**src/verilog/conv_cfg_params.svh**
```systemverilog
// register offsets, field positions, reset values and timing figures of the converter configuration bank
`ifndef CONV_CFG_PARAMS_SVH
`define CONV_CFG_PARAMS_SVH

`define ADDR_CHANNEL_INDEX 13'h005
`define ADDR_TRANSFER 13'h0ff
`define ADDR_SELFTEST_CONTROL 13'h00e
`define ADDR_INPUT_SERVO_CONTROL 13'h00f
`define ADDR_OFFSET_TRIM 13'h010
`define ADDR_OUTPUT_CONFIG 13'h014
`define ADDR_CLOCK_PHASE_CONFIG 13'h016
`define ADDR_STROBE_DELAY 13'h017
`define ADDR_REFERENCE_SELECT 13'h018
`define ADDR_SELFTEST_SIGNATURE_LOW 13'h024

`define RST_CHANNEL_INDEX 2'h3
`define RST_SELFTEST_CONTROL 8'h04
`define RST_REFERENCE_SELECT 8'hc0

`define OUT_BIT_FMT_LSB 0
`define OUT_BIT_INVERT 2
`define OUT_BIT_DISABLE 4
`define OUT_BIT_INTERLEAVE 5
`define OUT_BIT_LVDS 6
`define OUT_BIT_REDUCED 7
`define PHASE_BIT_STROBE_INV 7
`define SELFTEST_BIT_ENABLE 0
`define SELFTEST_BIT_RESET 2
`define TRANSFER_BIT 0

`define FMT_OFFSET_A 2'h0
`define FMT_TWOS 2'h1
`define FMT_GRAY 2'h2
`define FMT_OFFSET_B 2'h3

`define STROBE_FULL_PS 17'd2500
`define STROBE_STEPS 17'd31

`define SPI_INSTR_BITS 5'd16
`define SPI_FRAME_BITS 5'd24

`endif

```
**src/verilog/conv_cfg_pkg.sv**
```systemverilog
// types shared by the converter configuration bank
package conv_cfg_pkg;

    // per-channel output settings
    typedef struct packed {
        logic invert;
        logic disable_out;
        logic [1:0] fmt;
    } chan_cfg_t;

    // device-wide settings
    typedef struct packed {
        logic reduced_swing;
        logic lvds_mode;
        logic interleave;
        logic strobe_invert;
        logic [2:0] divider_phase;
        logic [4:0] strobe_delay;
        logic selftest_enable;
        logic selftest_reset;
        logic servo_enable;
        logic [1:0] reference_sel;
    } dev_cfg_t;

    typedef enum logic [1:0] {SPI_IDLE, SPI_INSTR, SPI_DATA, SPI_DONE} spi_state_t;

endpackage

```
**src/verilog/conv_cfg_regs.sv**
```systemverilog
// serial-port configuration bank with staged registers and output data formatting
//
// Summary of operation
// RULE1: format code 00 or 11 gives offset binary, 01 twos complement and 10 gray code per channel.
// RULE2: output configuration bit 6 picks CMOS (0) or LVDS (1) drivers for both channels.
// RULE3: output configuration bit 7 picks ANSI (0) or reduced (1) LVDS swing for both channels.
// RULE4: the host always writes zero to output configuration bit 3, which reads back as zero.
// RULE5: output configuration bit 4 turns off the data outputs of the selected channel.
// RULE6: output configuration bit 5 interleaves both channels onto one CMOS bus for the whole device.
// RULE7: the three-bit divider phase field delays the input clock divider by 0 to 7 input cycles.
// RULE8: the five-bit strobe delay field adds field times 2500 ps over 31 of strobe delay.
// RULE9: writes land in staging registers and are copied to the active set together on the transfer bit; channel index writes take effect at once.
// RULE10: per-channel writes go only to channels set in the channel index register, both after reset.
// RULE11: the invert bit complements every data bit of its channel after format conversion.
`timescale 1ns/10ps
`include "conv_cfg_params.svh"

module conv_cfg_regs (
    input wire logic clock,
    input wire logic reset_n,
    input wire logic sclk,
    input wire logic csb_n,
    input wire logic sdio_in,
    output logic sdio_out,
    output logic sdio_oe_n,
    input wire logic output_disable_pin,
    input wire logic [15:0] raw_data_a,
    input wire logic [15:0] raw_data_b,
    input wire logic [7:0] signature_a,
    input wire logic [7:0] signature_b,
    output logic [15:0] data_out_a,
    output logic [15:0] data_out_b,
    output logic data_en_a,
    output logic data_en_b,
    output logic bus_carries_b,
    output conv_cfg_pkg::dev_cfg_t dev_cfg,
    output conv_cfg_pkg::chan_cfg_t chan_cfg_a,
    output conv_cfg_pkg::chan_cfg_t chan_cfg_b,
    output logic [7:0] offset_trim_a,
    output logic [7:0] offset_trim_b,
    output logic [11:0] strobe_delay_ps
);
    import conv_cfg_pkg::*;

    spi_state_t state_r;
    logic sclk_q_r;
    logic [4:0] bit_cnt_r;
    logic [22:0] shift_r;
    logic [7:0] rd_shift_r;
    logic reading_r;
    logic [12:0] addr_r;
    logic sclk_rise;
    logic sclk_fall;
    logic wr_pulse;
    logic [12:0] wr_addr;
    logic [7:0] wr_data;
    logic [7:0] rd_data;

    // channel index (immediate) and staged settings
    logic [1:0] chan_idx_r;
    dev_cfg_t dev_stage_r;
    chan_cfg_t chan_stage_r [2];
    logic [7:0] trim_stage_r [2];
    logic xfer_pulse;
    logic [1:0] fmt_rd;
    logic il_off;

    // edge detection on the serial clock, sampled as an ordinary input
    // sclk_q_r resets low like the parked serial clock, so leaving reset makes no false edge
    assign sclk_rise = sclk & ~sclk_q_r;
    assign sclk_fall = ~sclk & sclk_q_r;
    // a write commits only on the last data rise; a frame cut short leaves the staging set alone
    assign wr_pulse = (state_r == SPI_DATA) && sclk_rise && (bit_cnt_r == `SPI_FRAME_BITS - 5'd1) && !reading_r;
    assign wr_addr = addr_r;
    assign wr_data = {shift_r[6:0], sdio_in};
    assign xfer_pulse = wr_pulse && (wr_addr == `ADDR_TRANSFER) && wr_data[`TRANSFER_BIT];

    always_ff @(posedge clock) begin
        if (!reset_n) begin
            sclk_q_r <= 1'b0;
        end else begin
            sclk_q_r <= sclk;
        end
    end

    // serial frame: 16-bit instruction (read flag, two length bits, 13-bit address) then one data byte
    always_ff @(posedge clock) begin
        if (!reset_n) begin
            state_r <= SPI_IDLE;
            bit_cnt_r <= 5'h0;
            shift_r <= 23'h0;
            reading_r <= 1'b0;
            addr_r <= 13'h0;
        end else if (csb_n) begin
            state_r <= SPI_IDLE;
            bit_cnt_r <= 5'h0;
            reading_r <= 1'b0;
        end else if (sclk_rise) begin
            shift_r <= {shift_r[21:0], sdio_in};
            case (state_r)
                SPI_IDLE, SPI_INSTR: begin
                    state_r <= SPI_INSTR;
                    bit_cnt_r <= bit_cnt_r + 5'h1;
                    if (bit_cnt_r == `SPI_INSTR_BITS - 5'd1) begin
                        state_r <= SPI_DATA;
                        reading_r <= shift_r[14];
                        addr_r <= {shift_r[11:0], sdio_in};
                    end
                end
                SPI_DATA: begin
                    bit_cnt_r <= bit_cnt_r + 5'h1;
                    if (bit_cnt_r == `SPI_FRAME_BITS - 5'd1) begin
                        state_r <= SPI_DONE;
                    end
                end
                default: begin
                    state_r <= SPI_DONE; // extra bytes in one frame are ignored
                end
            endcase
        end
    end

    // read data leaves on falling edges, most significant bit first
    // the byte is latched at the last instruction rise, so it cannot change while it is shifted out
    always_ff @(posedge clock) begin
        if (!reset_n) begin
            rd_shift_r <= 8'h0;
            sdio_out <= 1'b0;
            sdio_oe_n <= 1'b1;
        end else if (csb_n) begin
            sdio_oe_n <= 1'b1;
        end else if (sclk_rise && (state_r != SPI_DATA) && (bit_cnt_r == `SPI_INSTR_BITS - 5'd1)) begin
            rd_shift_r <= rd_data;
        end else if (sclk_fall && reading_r && (state_r == SPI_DATA)) begin
            sdio_out <= rd_shift_r[7];
            rd_shift_r <= {rd_shift_r[6:0], 1'b0};
            sdio_oe_n <= 1'b0;
        end else if (sclk_fall && (state_r == SPI_DONE)) begin
            sdio_oe_n <= 1'b1;
        end
    end

    // readback of staged values; local fields come from the lowest selected channel
    assign fmt_rd = chan_idx_r[0] ? chan_stage_r[0].fmt : chan_stage_r[1].fmt;
    always_comb begin
        logic [12:0] a;
        logic sel_b;
        a = {shift_r[11:0], sdio_in};
        sel_b = !chan_idx_r[0];
        rd_data = 8'h00;
        if (a == `ADDR_CHANNEL_INDEX) begin
            rd_data = {6'h00, chan_idx_r};
        end else if (a == `ADDR_SELFTEST_CONTROL) begin
            rd_data = {5'h00, dev_stage_r.selftest_reset, 1'b0, dev_stage_r.selftest_enable};
        end else if (a == `ADDR_INPUT_SERVO_CONTROL) begin
            rd_data = {7'h00, dev_stage_r.servo_enable};
        end else if (a == `ADDR_OFFSET_TRIM) begin
            rd_data = sel_b ? trim_stage_r[1] : trim_stage_r[0];
        end else if (a == `ADDR_OUTPUT_CONFIG) begin
            rd_data = {dev_stage_r.reduced_swing, dev_stage_r.lvds_mode, dev_stage_r.interleave,
                       chan_stage_r[sel_b].disable_out, 1'b0, chan_stage_r[sel_b].invert, fmt_rd}; // RULE4
        end else if (a == `ADDR_CLOCK_PHASE_CONFIG) begin
            rd_data = {dev_stage_r.strobe_invert, 4'h0, dev_stage_r.divider_phase};
        end else if (a == `ADDR_STROBE_DELAY) begin
            rd_data = {3'h0, dev_stage_r.strobe_delay};
        end else if (a == `ADDR_REFERENCE_SELECT) begin
            rd_data = {dev_stage_r.reference_sel, 6'h00};
        end else if (a == `ADDR_SELFTEST_SIGNATURE_LOW) begin
            rd_data = sel_b ? signature_b : signature_a;
        end
    end

    // channel index takes effect at once
    always_ff @(posedge clock) begin
        if (!reset_n) begin
            chan_idx_r <= `RST_CHANNEL_INDEX; // RULE10
        end else if (wr_pulse && (wr_addr == `ADDR_CHANNEL_INDEX)) begin
            chan_idx_r <= wr_data[1:0];
        end
    end

    // staged device-wide fields
    always_ff @(posedge clock) begin
        if (!reset_n) begin
            dev_stage_r <= '0;
            dev_stage_r.selftest_enable <= 1'(`RST_SELFTEST_CONTROL >> `SELFTEST_BIT_ENABLE);
            dev_stage_r.selftest_reset <= 1'(`RST_SELFTEST_CONTROL >> `SELFTEST_BIT_RESET);
            dev_stage_r.reference_sel <= 2'(`RST_REFERENCE_SELECT >> 6);
        end else if (wr_pulse) begin
            if (wr_addr == `ADDR_SELFTEST_CONTROL) begin
                dev_stage_r.selftest_enable <= wr_data[`SELFTEST_BIT_ENABLE];
                dev_stage_r.selftest_reset <= wr_data[`SELFTEST_BIT_RESET];
            end else if (wr_addr == `ADDR_INPUT_SERVO_CONTROL) begin
                dev_stage_r.servo_enable <= wr_data[0];
            end else if (wr_addr == `ADDR_OUTPUT_CONFIG) begin
                dev_stage_r.reduced_swing <= wr_data[`OUT_BIT_REDUCED]; // RULE3
                dev_stage_r.lvds_mode <= wr_data[`OUT_BIT_LVDS]; // RULE2
                dev_stage_r.interleave <= wr_data[`OUT_BIT_INTERLEAVE]; // RULE6
            end else if (wr_addr == `ADDR_CLOCK_PHASE_CONFIG) begin
                dev_stage_r.strobe_invert <= wr_data[`PHASE_BIT_STROBE_INV];
                dev_stage_r.divider_phase <= wr_data[2:0]; // RULE7
            end else if (wr_addr == `ADDR_STROBE_DELAY) begin
                dev_stage_r.strobe_delay <= wr_data[4:0]; // RULE8
            end else if (wr_addr == `ADDR_REFERENCE_SELECT) begin
                dev_stage_r.reference_sel <= wr_data[7:6];
            end
        end
    end

    // staged per-channel fields, written only where the channel index bit is set
    // with both index bits set, as after reset, one write lands in both channels
    always_ff @(posedge clock) begin
        if (!reset_n) begin
            for (int i = 0; i < 2; i++) begin
                chan_stage_r[i] <= '0;
                trim_stage_r[i] <= 8'h00;
            end
        end else if (wr_pulse) begin
            for (int i = 0; i < 2; i++) begin
                if (chan_idx_r[i] && (wr_addr == `ADDR_OUTPUT_CONFIG)) begin // RULE10
                    chan_stage_r[i].fmt <= wr_data[`OUT_BIT_FMT_LSB +: 2];
                    chan_stage_r[i].invert <= wr_data[`OUT_BIT_INVERT];
                    chan_stage_r[i].disable_out <= wr_data[`OUT_BIT_DISABLE]; // RULE5
                end else if (chan_idx_r[i] && (wr_addr == `ADDR_OFFSET_TRIM)) begin // RULE10
                    trim_stage_r[i] <= wr_data;
                end
            end
        end
    end

    // transfer copies every staged value to the active set in one cycle
    // the transfer bit itself is not stored, so it reads back as zero
    always_ff @(posedge clock) begin
        if (!reset_n) begin
            dev_cfg <= '0;
            dev_cfg.selftest_enable <= 1'(`RST_SELFTEST_CONTROL >> `SELFTEST_BIT_ENABLE);
            dev_cfg.selftest_reset <= 1'(`RST_SELFTEST_CONTROL >> `SELFTEST_BIT_RESET);
            dev_cfg.reference_sel <= 2'(`RST_REFERENCE_SELECT >> 6);
            chan_cfg_a <= '0;
            chan_cfg_b <= '0;
            offset_trim_a <= 8'h00;
            offset_trim_b <= 8'h00;
        end else if (xfer_pulse) begin // RULE9
            dev_cfg <= dev_stage_r;
            chan_cfg_a <= chan_stage_r[0];
            chan_cfg_b <= chan_stage_r[1];
            offset_trim_a <= trim_stage_r[0];
            offset_trim_b <= trim_stage_r[1];
        end
    end

    // strobe delay in picoseconds from the active code
    always_ff @(posedge clock) begin
        if (!reset_n) begin
            strobe_delay_ps <= 12'h000;
        end else begin
            // half a step is added so the value rounds to the nearest picosecond, code 1 giving 81
            strobe_delay_ps <= 12'((17'(dev_cfg.strobe_delay) * `STROBE_FULL_PS + (`STROBE_STEPS >> 1))
                                   / `STROBE_STEPS); // RULE8
        end
    end

    // format conversion from offset binary raw samples
    function automatic logic [15:0] fmt_conv(input logic [15:0] raw, input chan_cfg_t c);
        logic [15:0] v;
        v = raw; // RULE1
        if (c.fmt == `FMT_TWOS) begin
            v = {~raw[15], raw[14:0]}; // RULE1
        end else if (c.fmt == `FMT_GRAY) begin
            v = raw ^ {1'b0, raw[15:1]}; // RULE1
        end
        return c.invert ? ~v : v; // RULE11
    endfunction

    // in interleave the bus follows the disable of whichever channel it carries next
    assign il_off = output_disable_pin || (bus_carries_b ? chan_cfg_a.disable_out : chan_cfg_b.disable_out);

    // output bus: interleave alternates both channels onto bus a and parks bus b
    always_ff @(posedge clock) begin
        if (!reset_n) begin
            data_out_a <= 16'h0000;
            data_out_b <= 16'h0000;
            data_en_a <= 1'b0;
            data_en_b <= 1'b0;
            bus_carries_b <= 1'b0;
        end else if (dev_cfg.interleave && !dev_cfg.lvds_mode) begin // RULE6
            bus_carries_b <= !bus_carries_b;
            if (il_off) begin
                data_out_a <= 16'h0000; // RULE5
            end else begin
                data_out_a <= bus_carries_b ? fmt_conv(raw_data_a, chan_cfg_a) : fmt_conv(raw_data_b, chan_cfg_b);
            end
            data_en_a <= !il_off; // RULE5
            data_out_b <= 16'h0000;
            data_en_b <= 1'b0;
        end else begin
            bus_carries_b <= 1'b0;
            data_en_a <= !output_disable_pin && !chan_cfg_a.disable_out; // RULE5
            data_en_b <= !output_disable_pin && !chan_cfg_b.disable_out; // RULE5
            data_out_a <= (output_disable_pin || chan_cfg_a.disable_out) ? 16'h0000 : fmt_conv(raw_data_a, chan_cfg_a);
            data_out_b <= (output_disable_pin || chan_cfg_b.disable_out) ? 16'h0000 : fmt_conv(raw_data_b, chan_cfg_b);
        end
    end

endmodule

```
**config.mk**
```make
export PLATFORM = sky130hd
export DESIGN_NAME = conv_cfg_regs
export DESIGN_NICKNAME = d
export VERILOG_FILES = /design/src/verilog/conv_cfg_pkg.sv /design/src/verilog/conv_cfg_regs.sv
export VERILOG_INCLUDE_DIRS = /design/src /design/src/verilog
export SDC_FILE = /design/constraint.sdc
export NUM_CORES = 1
export LEC_CHECK = 0
export BUFFER_PORTS_ARGS = -buffer_cell sky130_fd_sc_hd__buf_4
export CAP_MARGIN = 20
export CORE_MARGIN = 2
export CORE_UTILIZATION = 60
export CTS_CLUSTER_SIZE = 40
export DETAILED_ROUTE_END_ITERATION = 8
export PLACE_DENSITY = 0.79
export SETUP_SLACK_MARGIN = 0.15
export SLEW_MARGIN = 20
export SYNTH_ARGS = -nofsm -noshare
export SYNTH_HDL_FRONTEND = slang
export SYNTH_SLANG_ARGS = --single-unit
```
**constraint.sdc**
```tcl
create_clock -name clock -period 18.1 [get_ports clock]
set_input_delay 1.81 -clock clock [delete_from_list [all_inputs] [get_ports clock]]
set_output_delay 1.81 -clock clock [all_outputs]
set_load 0.02 [all_outputs]
```
# Word-level counts from Yosys, hierarchy flattened
# Memories as Yosys holds them, arrays and structs flattened.
# Index checks and enable logic that the tools add are counted.
[word_totals]
reg_bits = 154
ram_bits = 24
output_inout_bits = 90
memories = 2
[memory_table]
columns = ["memory", "words", "width", "read_ports", "rd_clocked_by_memory_dff", "write_ports", "line_no", "rtl"]
rows = [
  ["trim_stage_r", 2, 8, 2, 0, 2, "conv_cfg_regs.sv:63", "logic [7:0] trim_stage_r [2];"],
  ["chan_stage_r", 2, 4, 3, 0, 2, "conv_cfg_regs.sv:62", "chan_cfg_t chan_stage_r [2];"],
]
[classes]
n_addsub = 2
mul = 1
n_div = 1
eq_ne = 29
mux = 70
bitwise = 28
reduce_logical = 52
[ops]
columns = ["operator", "n"]
rows = [
  ["$mux W16", 22],
  ["$eq A13 B5 Y1 const B", 10],
  ["$mux W8", 15],
  ["$not A16 Y16", 4],
  ["$eq A13 B4 Y1 const B", 4],
  ["$xor A16 B15 Y16", 2],
  ["$mux W1", 27],
  ["$eq A13 B3 Y1 const B", 2],
  ["$logic_and A1 B1 Y1", 18],
  ["$add A17 B4 Y17 const B", 1],
  ["$div A17 B5 Y17 const B", 1],
  ["$mul A5 B10 Y15 const B", 1],
  ["$reduce_and A2 Y1", 7],
  ["$eq A13 B6 Y1 const B", 1],
  ["$eq A13 B8 Y1 const B", 1],
  ["$not A1 Y1", 12],
  ["$mux W2", 5],
  ["$reduce_and A3 Y1", 3],
  ["$eq A2 B2 Y1 const B", 4],
  ["$logic_not A1 Y1", 8],
  ["$or A1 B1 Y1", 8],
  ["$reduce_and A4 Y1", 2],
  ["$reduce_and A7 Y1", 1],
  ["$eq A2 B1 Y1 const B", 3],
  ["other kinds (14)", 21],
]

# Depth between registers and ports, before layout
[depth]
ltp_word = 11
mapped_depth = 50
ltp_nobuf = 43

# Worst setup path after synthesis
# No wires, ideal clock.
[synth_path]
path_kind = "reg2reg"
startpoint = "reg dev_cfg[8] in the netlist's numbering"
endpoint = "reg strobe_delay_ps[0]"
t_arrival_ps = 12121
required_time_ps = 17958
setup_slack_ps = 5837
stages_incl_launch_ff = 46
path_buffers = 3
period_less_slack_ps = 12263
cell_sequence = "dfxtp_1 -> clkbuf_1 -> inv_1 -> fa_1 -> inv_1 -> ha_1 -> fa_1 -> ha_1 -> buf_6 -> a21o_1 -> a41o_1 -> xor2_1 -> buf_6 -> or4_4 -> a221o_1 -> a2111oi_2 -> xor2_1 -> a31oi_1 -> [10 not listed] -> o41ai_2 -> or2_1 -> mux2_2 -> nor3_4 -> a211oi_2 -> o211a_1 -> a2111oi_4 -> mux2_2 -> ha_1 -> inv_1 -> or4_1 -> a21o_1 -> and2_1 -> ha_1 -> inv_1 -> o2111a_1 -> o22ai_1 -> a41oi_1"
[synth_via]
elab_chain_len = 3
[synth_lines]
columns = ["item", "line_no", "rtl"]
rows = [
  ["start: declaration", "conv_cfg_regs.sv:36", "output conv_cfg_pkg::dev_cfg_t dev_cfg,"],
  ["start signal: assignment", "conv_cfg_regs.sv:244", "dev_cfg <= dev_stage_r;"],
  ["$mul A5 B10 Y15 (no line)", "-", ""],
  ["$add A17 B4 Y17", "conv_cfg_regs.sv:258", "strobe_delay_ps <= 12'((17'(dev_cfg.strobe_delay) * `STROBE_FULL_PS + (`STROBE_STEPS >> 1))"],
  ["$div A17 B5 Y17 (no line)", "-", ""],
  ["end signal: assignment", "conv_cfg_regs.sv:258", ""],
  ["end: declaration", "conv_cfg_regs.sv:41", "output logic [11:0] strobe_delay_ps"],
]
# Every way passes these cells.
# A chain may end at the register's enable or synchronous reset.

# Final worst setup path
# Same ends and word-level chain as after synthesis.

==> flow_summary.json <==
{
  "hold_buffers": 0,
  "cts.clk_slew.worst_paths_ps": 80,
  "avgSynthCellArea_um2": 8.05,
  "regArea_um2": 3800,
  "muxShareOfSynthArea_pct": 5.53,
  "netlist_area_um2": 12900,
  "drt_wl_total_um": 36400,
  "cellPowerDensity_nw_per_um2": 57.5,
  "rsz0062_at_grt": "no",
  "crit_arrival_ps": 14880,
  "clock-skew-final_ps": 16.0,
  "h-tree-depth": 4,
  "clkPwrFrac_pct": 45.8,
  "synthXorXnorAreaFrac_pct": 7.79,
  "switching_share_pct": 26.7,
  "vias_per_cell": 6.30,
  "hold_class": "register to register",
  "crit_slowest_cell": "o211ai_1",
  "yosysTopAreaCell": "dfxtp_1",
  "timing.rr.start": "dev_cfg[8]$_SDFFE_PN0P_",
  "clkSinkCount": 178,
  "timing.final.ws_setup_ps": 3520,
  "critical-path-top-delay-family": "compound AO/OA/AOI/OAI gates",
  "power_frac_comb_pct": 5.6,
  "synth_simple_gate_area_share_pct": 26.3,
  "r2r_cells": 42,
  "synth_nets": 1698,
  "synthAdderAreaFrac_pct": 3.91,
  "max_cap_violations": 0,
  "finalSetupViolCount": 0,
  "pre_cts_slack_ps": 3820,
  "peakVddDrop_v": 0.0000638,
  "placed_cell_area_um2": 14000,
  "holdPathStages": 2,
  "ys.flop_type": "dfxtp_1",
  "cp.depth": 42,
  "hold_violations": 0,
  "worstReg2RegEnd": "strobe_delay_ps[0]$_SDFF_PN0_",
  "min_period_ps": 14580,
  "diodes": 0,
  "layout-drive-gt1-share_pct": 16.3,
  "worstSetupEndpointType": "register",
  "numCtsBuffers": 17,
  "worstPathMaxFanout": 14,
  "hp-start": "offset_trim_b[7]$_SDFFE_PN0P_",
  "crit_required_ps": 18390,
  "drt_iter0_drc": 1181,
  "final-max-slew-violation-count": 0,
  "crit_path_start_kind": "register",
  "critical_path_class": "register to register",
  "yosys_warnings": 0,
  "dr_total_vias": 12489,
  "antenna_found_initial": 0,
  "hpwl_um": 26900,
  "ys_seq_elements": 178,
  "overflow": 0,
  "die_area_um2": 22700,
  "synth_cell_types": 121,
  "multiInputGateArea_um2": 8630,
  "status": "finished, final reports clean",
  "io_buffer_count": 143,
  "max_stage_delay_ps": 790,
  "nets": 1786,
  "ys_async_sr_fraction_pct": 0,
  "synth_top_family_by_area": "simple AND/OR/NAND/NOR gates",
  "worst-r2r-setup-slack_ps": 3520,
  "synth_compound_area_share_pct": 23.2,
  "cts_resized": 0,
  "design_area_um2": 14700,
  "worst-path-buf-inv": 4,
  "drc": 0,
  "ys_seq_area_share_pct": 29.4,
  "io_pins": 144,
  "row_count": 53,
  "cts_setup_buffers": 0,
  "period_share_pct": 80.6,
  "synth_edf_count": 24,
  "fmax_ghz": 0.0686,
  "p_int_mw": 0.618,
  "p_switching_mw": 0.226,
  "min_to": "offset_trim_b[7]$_SDFFE_PN0P_",
  "dp_cells": 1949,
  "cts_tree": "yes",
  "worstMarginPinSlew_ps": 1070,
  "synth_top_area_share_pct": 23.9,
  "cts_root_buf": "clkbuf_16",
  "p_leak_nw": 5.92,
  "cts_max_path_buffers": 2,
  "clk-insertion-delay-late_ps": 450,
  "finalNonFillerCells": 1982,
  "grt_start_max_net_pins": 52,
  "initial_core_util_pct": 61.3,
  "areaGrowthSynthToFinish_pct": 13.6,
  "fp.dieW_um": 151,
  "globalplace.congestion": 0.927,
  "post-synth-top-count-cell": "nand2_1",
  "seqPwrFrac_pct": 48.6,
  "timing.slew.headroom_pct": 28.3,
  "first_pass_iters": 6,
  "grt_pass1_vias": 11586,
  "syn_inst": 1606,
  "final_antenna_net_count": 0,
  "synth_area_leaders": "dfxtp_1, nand2_1, edfxtp_1",
  "dieHeight_um": 151,
  "synth_common_cells": "nand2_1, dfxtp_1, nor2_1",
  "grt_usage_pct": 32.1,
  "tns_ps": 0,
  "route.detailed.wl_per_inst_um": 18.4,
  "coreArea_um2": 21100,
  "grt_pass1_wl_um": 58600,
  "fill_cells": 1728
}
==> through the flow <==
stage	hold slack, ps	power (mW)	util, %
after floorplan	431	0.444	-
after global placement	443	0.465	66.5
after detailed placement	444	0.466	66.5
after CTS	457	0.845	69.5
after global routing	482	0.864	69.6
final	456	0.844	69.6
==> flip-flops by register name, indices dropped and copies added (netlist names), 12 cells and up <==
name and cells:
dev_cfg 17, addr_r 13, trim_stage_r 16, shift_r 15
data_out_a 16, dev_stage_r 17, strobe_delay_ps 12, data_out_b 16
==> power groups by stage <==
stage	logic, mW	registers (mW)	clock network, mW
global placement	0.0463	0.419	0
detailed placement	0.0471	0.419	0
global route	0.0512	0.410	0.403
finish	0.0475	0.410	0.386
CTS	0.0474	0.410	0.389
floorplan	0.0228	0.421	0
==> cell usage in the layout, fill, tap and decap left out, drive strengths merged, types with 17 or more instances in the layout <==
cell type | netlist | layout
nand3 | 40 | 40
o21ai | 49 | 49
ha | 34 | 34
a211oi | 17 | 17
or3 | 18 | 18
a21o | 20 | 20
nor3 | 36 | 36
a21oi | 148 | 148
o211ai | 18 | 18
and2 | 42 | 42
xor2 | 31 | 31
nor2 | 149 | 149
dfxtp | 154 | 154
inv | 30 | 37
edfxtp | 24 | 24
nand2 | 265 | 265
buf | 25 | 154
mux2i | 55 | 55
nor4 | 26 | 26
xnor2 | 77 | 77
clkbuf | 60 | 17
==> logic make-up after synthesis <==
| kind of cell | after synthesis |
|---|---|
| and+or+nand+nor | 682 |
| AOI/OAI and AO/OA | 416 |
| DFF | 178 |
| buffers and inverters | 115 |
| xor gates and xnor gates | 110 |
| muxes | 67 |
| adders and majority gates | 38 |
==> metal layers <==
metal	up-vias	global-route usage, %	wire length (µm)
met5	-	0	0
met4	0	12.6	1230
met3	90	5.39	2560
met2	523	53.5	17200
met1	5869	41.5	15500
li1	6007	-	-
==> tightest hold or removal path, cell delays in order (launching register included) <==
cell and delay [ps]:
dfxtp_1 310, nand2_1 50, a21oi_1 50
==> cell type report <==
cell class                 count  area share (%)
clock buffer                  17            2.90
clock inverter                15            1.38
inverter                      30           0.767
multi-input combinational   1313            58.8
sequential                   178            25.9
tap                          275            2.34
timing repair buffer         154            7.88
==> worst max-delay path by stage <==
stage                                 start                            end  slack, ps
finish              dev_cfg[8]$_SDFFE_PN0P_  strobe_delay_ps[0]$_SDFF_PN0_       3520
global route        dev_cfg[8]$_SDFFE_PN0P_  strobe_delay_ps[0]$_SDFF_PN0_       2620
detailed placement  dev_cfg[8]$_SDFFE_PN0P_  strobe_delay_ps[0]$_SDFF_PN0_       3820
CTS                 dev_cfg[8]$_SDFFE_PN0P_  strobe_delay_ps[0]$_SDFF_PN0_       3780
floorplan           dev_cfg[8]$_SDFFE_PN0P_  strobe_delay_ps[0]$_SDFF_PN0_       5840
global placement    dev_cfg[8]$_SDFFE_PN0P_  strobe_delay_ps[0]$_SDFF_PN0_       4240
Power figures use the tool's default switching activity.
